`src/verilog/wxf_map.vh`:
```
// register map, field positions, reset values and fault action codes for wxf
// assumes apb byte addresses, one 32-bit word per register
`ifndef WXF_MAP_VH
`define WXF_MAP_VH
`define WXF_ADDR_CTRL     8'h00
`define WXF_ADDR_FDMASK   8'h08
`define WXF_ADDR_FDCTRL   8'h0C
`define WXF_ADDR_STATUS   8'h10
`define WXF_ADDR_DTBOTH   8'h18
`define WXF_ADDR_DTLSBUF  8'h20
`define WXF_ADDR_DTHSBUF  8'h24
`define WXF_ADDR_OVRBUF   8'h28
`define WXF_ADDR_LOCK     8'h2C
`define WXF_ADDR_PINS     8'h30
`define WXF_CTRL_PGM      5
`define WXF_CTRL_CWCM     4
`define WXF_FD_RESTART    2
`define WXF_FD_ACT_LO     0
`define WXF_ST_FAULT      2
`define WXF_ST_HSV        1
`define WXF_ST_LSV        0
`define WXF_ACT_NONE      2'b00
`define WXF_ACT_CLEARDIR  2'b11
`define WXF_RST_BYTE      8'h00
`define WXF_FAULT_LAT     2
`endif

```
`src/verilog/wxf_dtgen.v`:
```
// one dead-time generator: edge detect, reload and down counter
// assumes the waveform input is on the same clock as this module
`timescale 1ns/10ps
module wxf_dtgen #(
  parameter WIDTH = 8
) (
  // clock and reset
  input  wire             clk,
  input  wire             rst,
  // waveform and dead-time settings
  input  wire             wave,
  input  wire [WIDTH-1:0] low_side_dead_time,
  input  wire [WIDTH-1:0] high_side_dead_time,
  // complementary outputs
  output reg              low_side_output,
  output reg              high_side_output
);

  reg             wave_q;
  reg [WIDTH-1:0] cnt_q;
  reg [WIDTH-1:0] cnt_d;
  wire            rise = wave & ~wave_q;
  wire            fall = ~wave & wave_q;

  always @* begin
    cnt_d = cnt_q;
    if (rise) begin
      cnt_d = low_side_dead_time;
    end else if (fall) begin
      cnt_d = high_side_dead_time;
    end else if (cnt_q != {WIDTH{1'b0}}) begin
      cnt_d = cnt_q - {{(WIDTH-1){1'b0}}, 1'b1};
    end
  end

  always @(posedge clk) begin
    if (rst) begin
      wave_q           <= 1'b0;
      cnt_q            <= {WIDTH{1'b0}};
      low_side_output  <= 1'b0;
      high_side_output <= 1'b0;
    end else begin
      wave_q <= wave;
      cnt_q  <= cnt_d;
      // both sides off while counting, so with nonzero dead time they never switch together
      low_side_output  <= wave & (cnt_d == {WIDTH{1'b0}});
      high_side_output <= ~wave & (cnt_d == {WIDTH{1'b0}});
    end
  end

endmodule

```
`src/verilog/wxf_top.v`:
```
// waveform extension: dead time, pattern generation, fault protection
// assumes waveforms and update come from the timer on CLK_SYS; fault
// events arrive asynchronously and are synchronised here
//
// Summary of operation
// - dead-time enable takes pin pair over
// - override enables replace channel output enables
// - each waveform split into complementary pair
// - dead time keeps both sides low
// - four identical generators, shared setting
// - separate double-buffered low and high values
// - counter decrements each cycle, stops at zero
// - nonzero counter forces both outputs off
// - rise loads low value, fall loads high
// - pattern mode bypasses dead time, reuses storage
// - pattern mode muxes channel A onto pins
// - buffers move to active only on update
// - selected event channels ORed into fault
// - clear-direction action tri-states channel pins
// - fault sets flag and timer error flag
// - fault acts within two clock cycles; pins react three cycles after event (two sync flops, registered clear)
// - latched restore needs inactive fault, cleared flag
// - cycle restore needs only inactive fault
// - leaving fault restores channel direction bits
// - override register writes blocked during fault
// - lock bit blocks control, override, mask writes
// - action code 00 none, 11 clear direction
// - restart bit zero latched, one cycle
// - fault flag cleared by writing one
//
// Local design decisions: the APB interface to the registers and the address map.
`timescale 1ns/10ps
`include "wxf_map.vh"
module wxf_top #(
  parameter NCH   = 4,
  parameter DTW   = 8,
  parameter NEV   = 8,
  parameter NPIN  = 8
) (
  // clock and reset
  input  wire            CLK_SYS,
  input  wire            RST,
  // apb slave
  input  wire            PSEL,
  input  wire            PENABLE,
  input  wire            PWRITE,
  input  wire [7:0]      PADDR,
  input  wire [31:0]     PWDATA,
  output reg  [31:0]     PRDATA,
  output reg             PREADY,
  output reg             PSLVERR,
  // timer side
  input  wire [NCH-1:0]  WAVEFORM_GENERATOR_OUTPUT,
  input  wire [NCH-1:0]  CHANNEL_OUTPUT_ENABLES,
  input  wire            UPDATE,
  input  wire [NEV-1:0]  FAULT_EVENTS,
  output reg             TIMER_ERROR_FLAG_SET,
  // port side
  output reg  [NPIN-1:0] PORT_OUT,
  output reg  [NPIN-1:0] PORT_OVERRIDE,
  output reg  [NPIN-1:0] PORT_DIR_CLEAR
);

  // ----------------------------------------------------------------
  // registers
  // ----------------------------------------------------------------
  reg  [5:0]      ctrl_q;
  reg  [NEV-1:0]  fdmask_q;
  reg  [2:0]      fdctrl_q;
  reg             fault_flag_q;
  reg             lock_q;
  reg  [DTW-1:0]  low_side_dead_time_q;
  reg  [DTW-1:0]  high_side_dead_time_q;
  reg  [DTW-1:0]  dtlsbuf_q;
  reg  [DTW-1:0]  dthsbuf_q;
  reg             lsv_q;
  reg             hsv_q;
  reg  [NPIN-1:0] ovr_q;
  reg  [NPIN-1:0] ovrbuf_q;
  reg             ovrv_q;
  reg  [NEV-1:0]  ev_s1_q;
  reg  [NEV-1:0]  ev_s2_q;
  reg             in_fault_q;

  wire            wr = PSEL & PENABLE & PWRITE;
  wire            pgm = ctrl_q[`WXF_CTRL_PGM];
  wire            cwcm = ctrl_q[`WXF_CTRL_CWCM];
  wire [NCH-1:0]  dt_en = ctrl_q[NCH-1:0];
  wire [1:0]      fd_act = fdctrl_q[`WXF_FD_ACT_LO+1:`WXF_FD_ACT_LO];
  wire            fd_cyc = fdctrl_q[`WXF_FD_RESTART];
  wire            fd_on = (fd_act == `WXF_ACT_CLEARDIR);
  wire            ev_any = |(ev_s2_q & fdmask_q);
  wire            flag_clr = wr & (PADDR == `WXF_ADDR_STATUS) &
                             PWDATA[`WXF_ST_FAULT];

  // ----------------------------------------------------------------
  // event synchroniser
  // ----------------------------------------------------------------
  // two flops cost the whole two-cycle budget; action is combinational
  // off the synced level so the pins follow on the next edge
  always @(posedge CLK_SYS) begin
    if (RST) begin
      ev_s1_q <= {NEV{1'b0}};
      ev_s2_q <= {NEV{1'b0}};
    end else begin
      ev_s1_q <= FAULT_EVENTS;
      ev_s2_q <= ev_s1_q;
    end
  end

  // ----------------------------------------------------------------
  // apb register writes
  // ----------------------------------------------------------------
  always @(posedge CLK_SYS) begin
    if (RST) begin
      ctrl_q    <= 6'h00;
      fdmask_q  <= {NEV{1'b0}};
      fdctrl_q  <= 3'h0;
      lock_q    <= 1'b0;
      dtlsbuf_q <= {DTW{1'b0}};
      dthsbuf_q <= {DTW{1'b0}};
      ovrbuf_q  <= {NPIN{1'b0}};
      ovrv_q    <= 1'b0;
      lsv_q     <= 1'b0;
      hsv_q     <= 1'b0;
    end else begin
      if (UPDATE) begin
        lsv_q  <= 1'b0;
        hsv_q  <= 1'b0;
        ovrv_q <= 1'b0;
      end
      if (wr) begin
        case (PADDR)
          `WXF_ADDR_CTRL: begin
            if (!lock_q) begin
              ctrl_q <= PWDATA[5:0];
            end
          end
          `WXF_ADDR_FDMASK: begin
            if (!lock_q) begin
              fdmask_q <= PWDATA[NEV-1:0];
            end
          end
          `WXF_ADDR_FDCTRL: begin
            fdctrl_q <= PWDATA[2:0];
          end
          `WXF_ADDR_LOCK: begin
            lock_q <= PWDATA[0];
          end
          `WXF_ADDR_DTLSBUF: begin
            dtlsbuf_q <= PWDATA[DTW-1:0];
            lsv_q     <= 1'b1;
          end
          `WXF_ADDR_DTHSBUF: begin
            dthsbuf_q <= PWDATA[DTW-1:0];
            hsv_q     <= 1'b1;
          end
          `WXF_ADDR_DTBOTH: begin
            dtlsbuf_q <= PWDATA[DTW-1:0];
            dthsbuf_q <= PWDATA[DTW-1:0];
            lsv_q     <= 1'b1;
            hsv_q     <= 1'b1;
          end
          `WXF_ADDR_OVRBUF: begin
            if (!lock_q && !in_fault_q) begin
              ovrbuf_q <= PWDATA[NPIN-1:0];
              ovrv_q   <= 1'b1;
            end
          end
          default: begin
          end
        endcase
      end
    end
  end

  // ----------------------------------------------------------------
  // active copies, loaded on update only
  // ----------------------------------------------------------------
  always @(posedge CLK_SYS) begin
    if (RST) begin
      low_side_dead_time_q <= {DTW{1'b0}};
      high_side_dead_time_q <= {DTW{1'b0}};
      ovr_q  <= {NPIN{1'b0}};
    end else if (UPDATE) begin
      if (lsv_q) begin
        low_side_dead_time_q <= dtlsbuf_q;
      end
      if (hsv_q) begin
        high_side_dead_time_q <= dthsbuf_q;
      end
      if (ovrv_q) begin
        ovr_q <= ovrbuf_q;
      end
    end
  end

  // ----------------------------------------------------------------
  // fault state
  // ----------------------------------------------------------------
  wire flag_next = (fault_flag_q & ~flag_clr) | (fd_on & ev_any);
  always @(posedge CLK_SYS) begin
    if (RST) begin
      fault_flag_q         <= 1'b0;
      in_fault_q           <= 1'b0;
      TIMER_ERROR_FLAG_SET <= 1'b0;
    end else begin
      // set wins over a same-cycle clear
      fault_flag_q <= flag_next;
      TIMER_ERROR_FLAG_SET <= fd_on & ev_any & ~fault_flag_q;
      if (fd_on & ev_any) begin
        in_fault_q <= 1'b1;
      end else if (in_fault_q && UPDATE) begin
        if (fd_cyc || !fault_flag_q) begin
          in_fault_q <= 1'b0;
        end
      end
      if (!fd_on) begin
        in_fault_q <= 1'b0;
      end
    end
  end

  // ----------------------------------------------------------------
  // dead-time generators
  // ----------------------------------------------------------------
  wire [NCH-1:0] ls;
  wire [NCH-1:0] hs;
  genvar g;
  generate
    for (g = 0; g < NCH; g = g + 1) begin : gen_dt
      wire wave_in = cwcm ? WAVEFORM_GENERATOR_OUTPUT[0] :
                            WAVEFORM_GENERATOR_OUTPUT[g];
      wxf_dtgen #(.WIDTH(DTW)) u_dt (
        .clk                 (CLK_SYS),
        .rst                 (RST),
        .wave                (wave_in),
        .low_side_dead_time  (low_side_dead_time_q),
        .high_side_dead_time (high_side_dead_time_q),
        .low_side_output     (ls[g]),
        .high_side_output    (hs[g])
      );
    end
  endgenerate

  // ----------------------------------------------------------------
  // port mux
  // ----------------------------------------------------------------
  reg [NPIN-1:0] out_d;
  reg [NPIN-1:0] ovr_d;
  reg [NPIN-1:0] pair_en;
  reg [NPIN-1:0] drv_en;
  integer i;
  always @* begin
    out_d   = {NPIN{1'b0}};
    ovr_d   = {NPIN{1'b0}};
    pair_en = {NPIN{1'b0}};
    drv_en  = {NPIN{1'b0}};
    for (i = 0; i < NCH; i = i + 1) begin
      pair_en[2*i]   = dt_en[i];
      pair_en[2*i+1] = dt_en[i];
      drv_en[2*i]    = CHANNEL_OUTPUT_ENABLES[i];
      drv_en[2*i+1]  = CHANNEL_OUTPUT_ENABLES[i];
    end
    if (pgm) begin
      // pattern sits in the low-side store, channel a on override pins
      for (i = 0; i < NPIN; i = i + 1) begin
        out_d[i] = ovr_q[i] ? WAVEFORM_GENERATOR_OUTPUT[0] :
                              low_side_dead_time_q[i % DTW];
      end
      ovr_d = {NPIN{1'b1}};
    end else begin
      for (i = 0; i < NCH; i = i + 1) begin
        out_d[2*i]   = ls[i];
        out_d[2*i+1] = hs[i];
      end
      // override enables replace the timer's enables on owned pairs
      ovr_d = pair_en & ovr_q;
      ovr_d = ovr_d | (~pair_en & drv_en);
    end
  end

  always @(posedge CLK_SYS) begin
    if (RST) begin
      PORT_OUT       <= {NPIN{1'b0}};
      PORT_OVERRIDE  <= {NPIN{1'b0}};
      PORT_DIR_CLEAR <= {NPIN{1'b0}};
    end else begin
      PORT_OUT      <= out_d;
      PORT_OVERRIDE <= ovr_d;
      // dropping the clear hands direction back to the port
      if (fd_on & (ev_any | in_fault_q)) begin
        PORT_DIR_CLEAR <= pgm ? {NPIN{1'b1}} : pair_en;
      end else begin
        PORT_DIR_CLEAR <= {NPIN{1'b0}};
      end
    end
  end

  // ----------------------------------------------------------------
  // apb read and response
  // ----------------------------------------------------------------
  reg [31:0] rd_d;
  reg        err_d;
  always @* begin
    rd_d  = 32'h0000_0000;
    err_d = 1'b0;
    case (PADDR)
      `WXF_ADDR_CTRL:    rd_d[5:0] = ctrl_q;
      `WXF_ADDR_FDMASK:  rd_d[NEV-1:0] = fdmask_q;
      `WXF_ADDR_FDCTRL:  rd_d[2:0] = fdctrl_q;
      `WXF_ADDR_STATUS:  rd_d[2:0] = {fault_flag_q, hsv_q, lsv_q};
      `WXF_ADDR_DTBOTH:  rd_d[DTW-1:0] = low_side_dead_time_q;
      `WXF_ADDR_DTLSBUF: rd_d[DTW-1:0] = dtlsbuf_q;
      `WXF_ADDR_DTHSBUF: rd_d[DTW-1:0] = dthsbuf_q;
      `WXF_ADDR_OVRBUF:  rd_d[NPIN-1:0] = ovr_q;
      `WXF_ADDR_LOCK:    rd_d[0] = lock_q;
      `WXF_ADDR_PINS:    rd_d[0] = in_fault_q;
      default:           err_d = 1'b1;
    endcase
  end

  // no wait state: pready rises at the edge that starts the first access cycle
  always @(posedge CLK_SYS) begin
    if (RST) begin
      PRDATA  <= 32'h0000_0000;
      PREADY  <= 1'b0;
      PSLVERR <= 1'b0;
    end else begin
      PREADY  <= PSEL & ~PENABLE;
      PRDATA  <= rd_d;
      PSLVERR <= PSEL & ~PENABLE & err_d;
    end
  end

endmodule

```
`config.mk`:
```
export PLATFORM = sky130hd
export DESIGN_NAME = wxf_top
export DESIGN_NICKNAME = d
export VERILOG_FILES = /design/src/verilog/wxf_dtgen.v /design/src/verilog/wxf_top.v
export VERILOG_INCLUDE_DIRS = /design/src /design/src/verilog
export SDC_FILE = /design/constraint.sdc
export NUM_CORES = 1
export LEC_CHECK = 0
export BUFFER_PORTS_ARGS = -buffer_cell sky130_fd_sc_hd__buf_4
export CORE_ASPECT_RATIO = 1.2
export CORE_UTILIZATION = 56
export CTS_BUF_LIST = sky130_fd_sc_hd__clkbuf_4 sky130_fd_sc_hd__clkbuf_8
export DETAILED_ROUTE_END_ITERATION = 8
export PLACE_DENSITY_LB_ADDON = 0.08
export SLEW_MARGIN = 20
export SYNTH_ARGS = -nofsm -noshare
export SYNTH_HDL_FRONTEND = slang
export SYNTH_SLANG_ARGS = --single-unit
```
`constraint.sdc`:
```
create_clock -name CLK_SYS -period 2.9 [get_ports CLK_SYS]
set_input_delay 0.58 -clock CLK_SYS [delete_from_list [all_inputs] [get_ports CLK_SYS]]
set_output_delay 0.58 -clock CLK_SYS [all_outputs]
set_load 0.02 [all_outputs]
```
==> impl_metrics.tcl <==
set metrics [dict create \
    drt-total-wl_microns 20300 \
    rsz0062_at_grt "no" \
    global_route.usage.met2_pct 51.6 \
    worst_clock_skew_ns 0.0137 \
    worstSkewPairLatency_ns 0.46 \
    antenna_cells 0 \
    ir_drop_mv 0.369 \
    power_leakage_nw 3.41 \
    clockRootBuffer "sky130_fd_sc_hd__clkbuf_8" \
    power_report.internal_total_w 0.00395 \
    kind_of_start_point_of_the_critical_path "register" \
    fin_hold_ws_ns 0.292 \
    tns_setup_ns 0 \
    ys.flop_type "sky130_fd_sc_hd__dfxtp_1" \
    p_switching_w 0.00194 \
    post_synth_instance_area_sq_um 7590 \
    ff_latch_count_synth 162 \
    seq_area_frac_synth_pct 42.7 \
    cts_resized 0 \
    finalCritPeriodShare_pct 89.6 \
    drv_cap 0 \
    grt_use_total_pct 29.6 \
    route.detailed.drc 0 \
    globalRouteOverflowTotal 0 \
    grt_pass1_wl_microns 31400 \
    initial_utilization_pct 57.4 \
    htreeDepth 4 \
    critical_path_arrival_ns 2.95 \
    post-route-worst-setup-slack_ns 0.301 \
    antenna_violating_nets_post_route 0 \
    post_synth.cell_area_avg_sq_um 8.53 \
    boundaryPins 121 \
    synthDistinctLibCells 63 \
    final_core_utilization_pct 64.7 \
    core-area_sq_um 13200 \
    cts_buffers 17 \
    use_met3_pct 6.29 \
    final_hold_viol_count 0 \
    clk_path_buf_depth 2 \
    powerDensity_nw_per_um2 687 \
    cts_hold_buf 0 \
    max_freq_mhz 385 \
    cts.repair_timing.setup_buffer_count 0 \
    clock_tree_from_tritoncts "built" \
    maxSlewHeadroom_pct 39.1 \
    holdCritPathClass "input port to register" \
    finalWorstPathRequiredPeriod_ns 2.60 \
    grt_antenna_before_repair 0 \
    via_per_inst 5.96 \
    synth-warning-count 0 \
    dp_slack_ns 0.347 \
    power.switching_fraction_pct 32.9 \
    die_height_microns 130 \
    most_common_cell_after_layout_fill_and_taps_aside "sky130_fd_sc_hd__dfxtp_1" \
    worst_tran_pin_value_ns 0.912 \
    share_clk_of_total_power_pct 28.6 \
    pwr-share-seq_pct 43.1 \
    combinationalPowerShare_pct 28.3 \
    floorplan.die.width_microns 108 \
    drive_gt1_share_pct 14.0 \
    critical_path_class "register to register" \
    num_rows 46 \
    die_area_sq_um 14000 \
    gpl.final_weighted_congestion 0.938 \
    clock_sinks 162 \
    finalSetupViolations 0 \
    timing.final.max_slew_violations 0 \
    grt_start_max_net_pins 134 \
    cp-end-kind "register" \
    final_cell_mix "sky130_fd_sc_hd__dfxtp_1 (162), sky130_fd_sc_hd__nor2_1 (111), sky130_fd_sc_hd__buf_4 (88)" \
    dp_hpwl_microns 14500 \
    reg_clk_slew_reported_paths_ns 0.09 \
    area_delta_synth_final_pct 12.8 \
    grt.busiest_layer "met2" \
    initialDrtViolationCount 675 \
    timing.critical_path.required_ns 3.26 \
    timing.critical_path.fanout_max 5 \
    fin_nets 1010 \
    drt_pass1_iterations 6 \
    buffer_ports.inserted 72 \
    synth_enable_flop_cells 0 \
    number_of_global_route_vias_before_repair 6147 \
    status "completed" \
    global_route.usage.met1_pct 35.0 \
    routed-via-count 6675 \
    synthCells 890 \
    drt-wirelength-per-cell_microns 18.1 \
    synth_async_sr_flop_share_pct 0 \
]
[critical path: stages, from the launching register on]
cell and delay, ns:
sky130_fd_sc_hd__dfxtp_1 0.35, sky130_fd_sc_hd__nor4_1 0.63, sky130_fd_sc_hd__and3_1 0.38, sky130_fd_sc_hd__nor2_1 0.14, sky130_fd_sc_hd__a222oi_1 0.46, sky130_fd_sc_hd__nand3_1 0.18, sky130_fd_sc_hd__nor4b_1 0.35
[power by group through the flow]
stage,logic (W),registers (W),clock network [W]
floorplan,0.00128,0.00257,0
CTS,0.00165,0.00253,0.00170
global placement,0.00156,0.00257,0
detailed placement,0.00162,0.00258,0
global route,0.00182,0.00256,0.00181
finish,0.00166,0.00254,0.00168
[cell families (layout without fill, tap and decap cells)]
family / after synthesis / after routing / share of synthesized area (%)
mux: 65 / 65 / 8.70
compound gates: 174 / 174 / 15.0
xor+xnor: 22 / 22 / 2.54
buf+inv: 105 / 144 / 6.62
flops: 162 / 162 / 42.7
other cells: 1 / 24 / 0.0494
fa+ha+maj: 8 / 8 / 1.32
simple gates: 353 / 353 / 23.1
[registers in the layout, indices dropped and copies added (netlist names), 3 cells and up]
| register | flops |
|---|---|
| PORT_DIR_CLEAR | 4 |
| PORT_OUT | 8 |
| PORT_OVERRIDE | 8 |
| PRDATA | 8 |
| ctrl_q | 6 |
| dthsbuf_q | 8 |
| dtlsbuf_q | 8 |
| ev_s1_q | 8 |
| ev_s2_q | 8 |
| fdctrl_q | 3 |
| fdmask_q | 8 |
| gen_dt.u_dt.cnt_q | 32 |
| gen_dt.u_dt.high_side_output | 4 |
| gen_dt.u_dt.low_side_output | 4 |
| gen_dt.u_dt.wave_q | 4 |
| high_side_dead_time_q | 8 |
| low_side_dead_time_q | 8 |
| ovr_q | 8 |
| ovrbuf_q | 8 |
[layer usage]
| metal | part of all wire (%) | up-vias | wire (microns) |
|---|---|---|---|
| met5 | 0 | - | 0 |
| met4 | 3.2 | 0 | 644 |
| met3 | 6.3 | 44 | 1280 |
| met2 | 50 | 277 | 10200 |
| met1 | 40 | 3154 | 8120 |
| li1 | - | 3200 | - |
[per-stage QoR]
step	cell area [sq um]	cells	power, W
5_1_grt	8570	1120	0.00619
2_1_floorplan	7680	913	0.00384
6_report	8570	1120	0.00589
4_1_cts	8570	1120	0.00588
3_3_place_gp	8160	1089	0.00413
3_5_place_dp	8160	1089	0.00421
[cell type report]
| class | instances | area [sq um] |
|---|---|---|
| sequential | 162 | 3240 |
| clock inverter | 10 | 125 |
| clock buffer | 21 | 283 |
| inverter | 24 | 90.1 |
| fill | 1151 | 4670 |
| timing repair buffer | 89 | 681 |
| tap | 168 | 210 |
| multi-input combinational | 646 | 3930 |
[worst paths after layout]
kind / from / end / slack (ns) / cells past startpoint
setup / recovery: gen_dt[0].u_dt.cnt_q[2] / gen_dt[0].u_dt.high_side_output / 0.30 / 6
hold / removal: PENABLE / PREADY / 0.29 / 2
setup reg to reg: gen_dt[0].u_dt.cnt_q[2] / gen_dt[0].u_dt.high_side_output / 0.30 / 6
hold reg to reg: ev_s1_q[5] / ev_s2_q[5] / 0.45 / 1
[Yosys cell counts (7+ instances only)]
cell type                  number  area (sq um)
sky130_fd_sc_hd__or3_1          7          43.8
sky130_fd_sc_hd__nor3b_1        7          52.6
sky130_fd_sc_hd__a22oi_1       18           135
sky130_fd_sc_hd__nor2_1       111           417
sky130_fd_sc_hd__inv_1         23          86.3
sky130_fd_sc_hd__a211oi_1      11          82.6
sky130_fd_sc_hd__and2_1        10          62.6
sky130_fd_sc_hd__and3_1        11          68.8
sky130_fd_sc_hd__buf_4         28           210
sky130_fd_sc_hd__nand2_1       63           236
sky130_fd_sc_hd__a31oi_1       11          68.8
sky130_fd_sc_hd__nor4_1        15          93.8
sky130_fd_sc_hd__nand3_1       44           220
sky130_fd_sc_hd__ha_1           8           100
sky130_fd_sc_hd__o21ai_0       22           110
sky130_fd_sc_hd__nor2b_1       22           138
sky130_fd_sc_hd__xor2_1         8          70.1
sky130_fd_sc_hd__nor3_1        23           115
sky130_fd_sc_hd__dfxtp_1      162          3240
sky130_fd_sc_hd__xnor2_1       14           123
sky130_fd_sc_hd__clkbuf_1      47           176
sky130_fd_sc_hd__mux2i_1       60           601
sky130_fd_sc_hd__a21oi_1       60           300
Power figures use the tool's default switching activity.
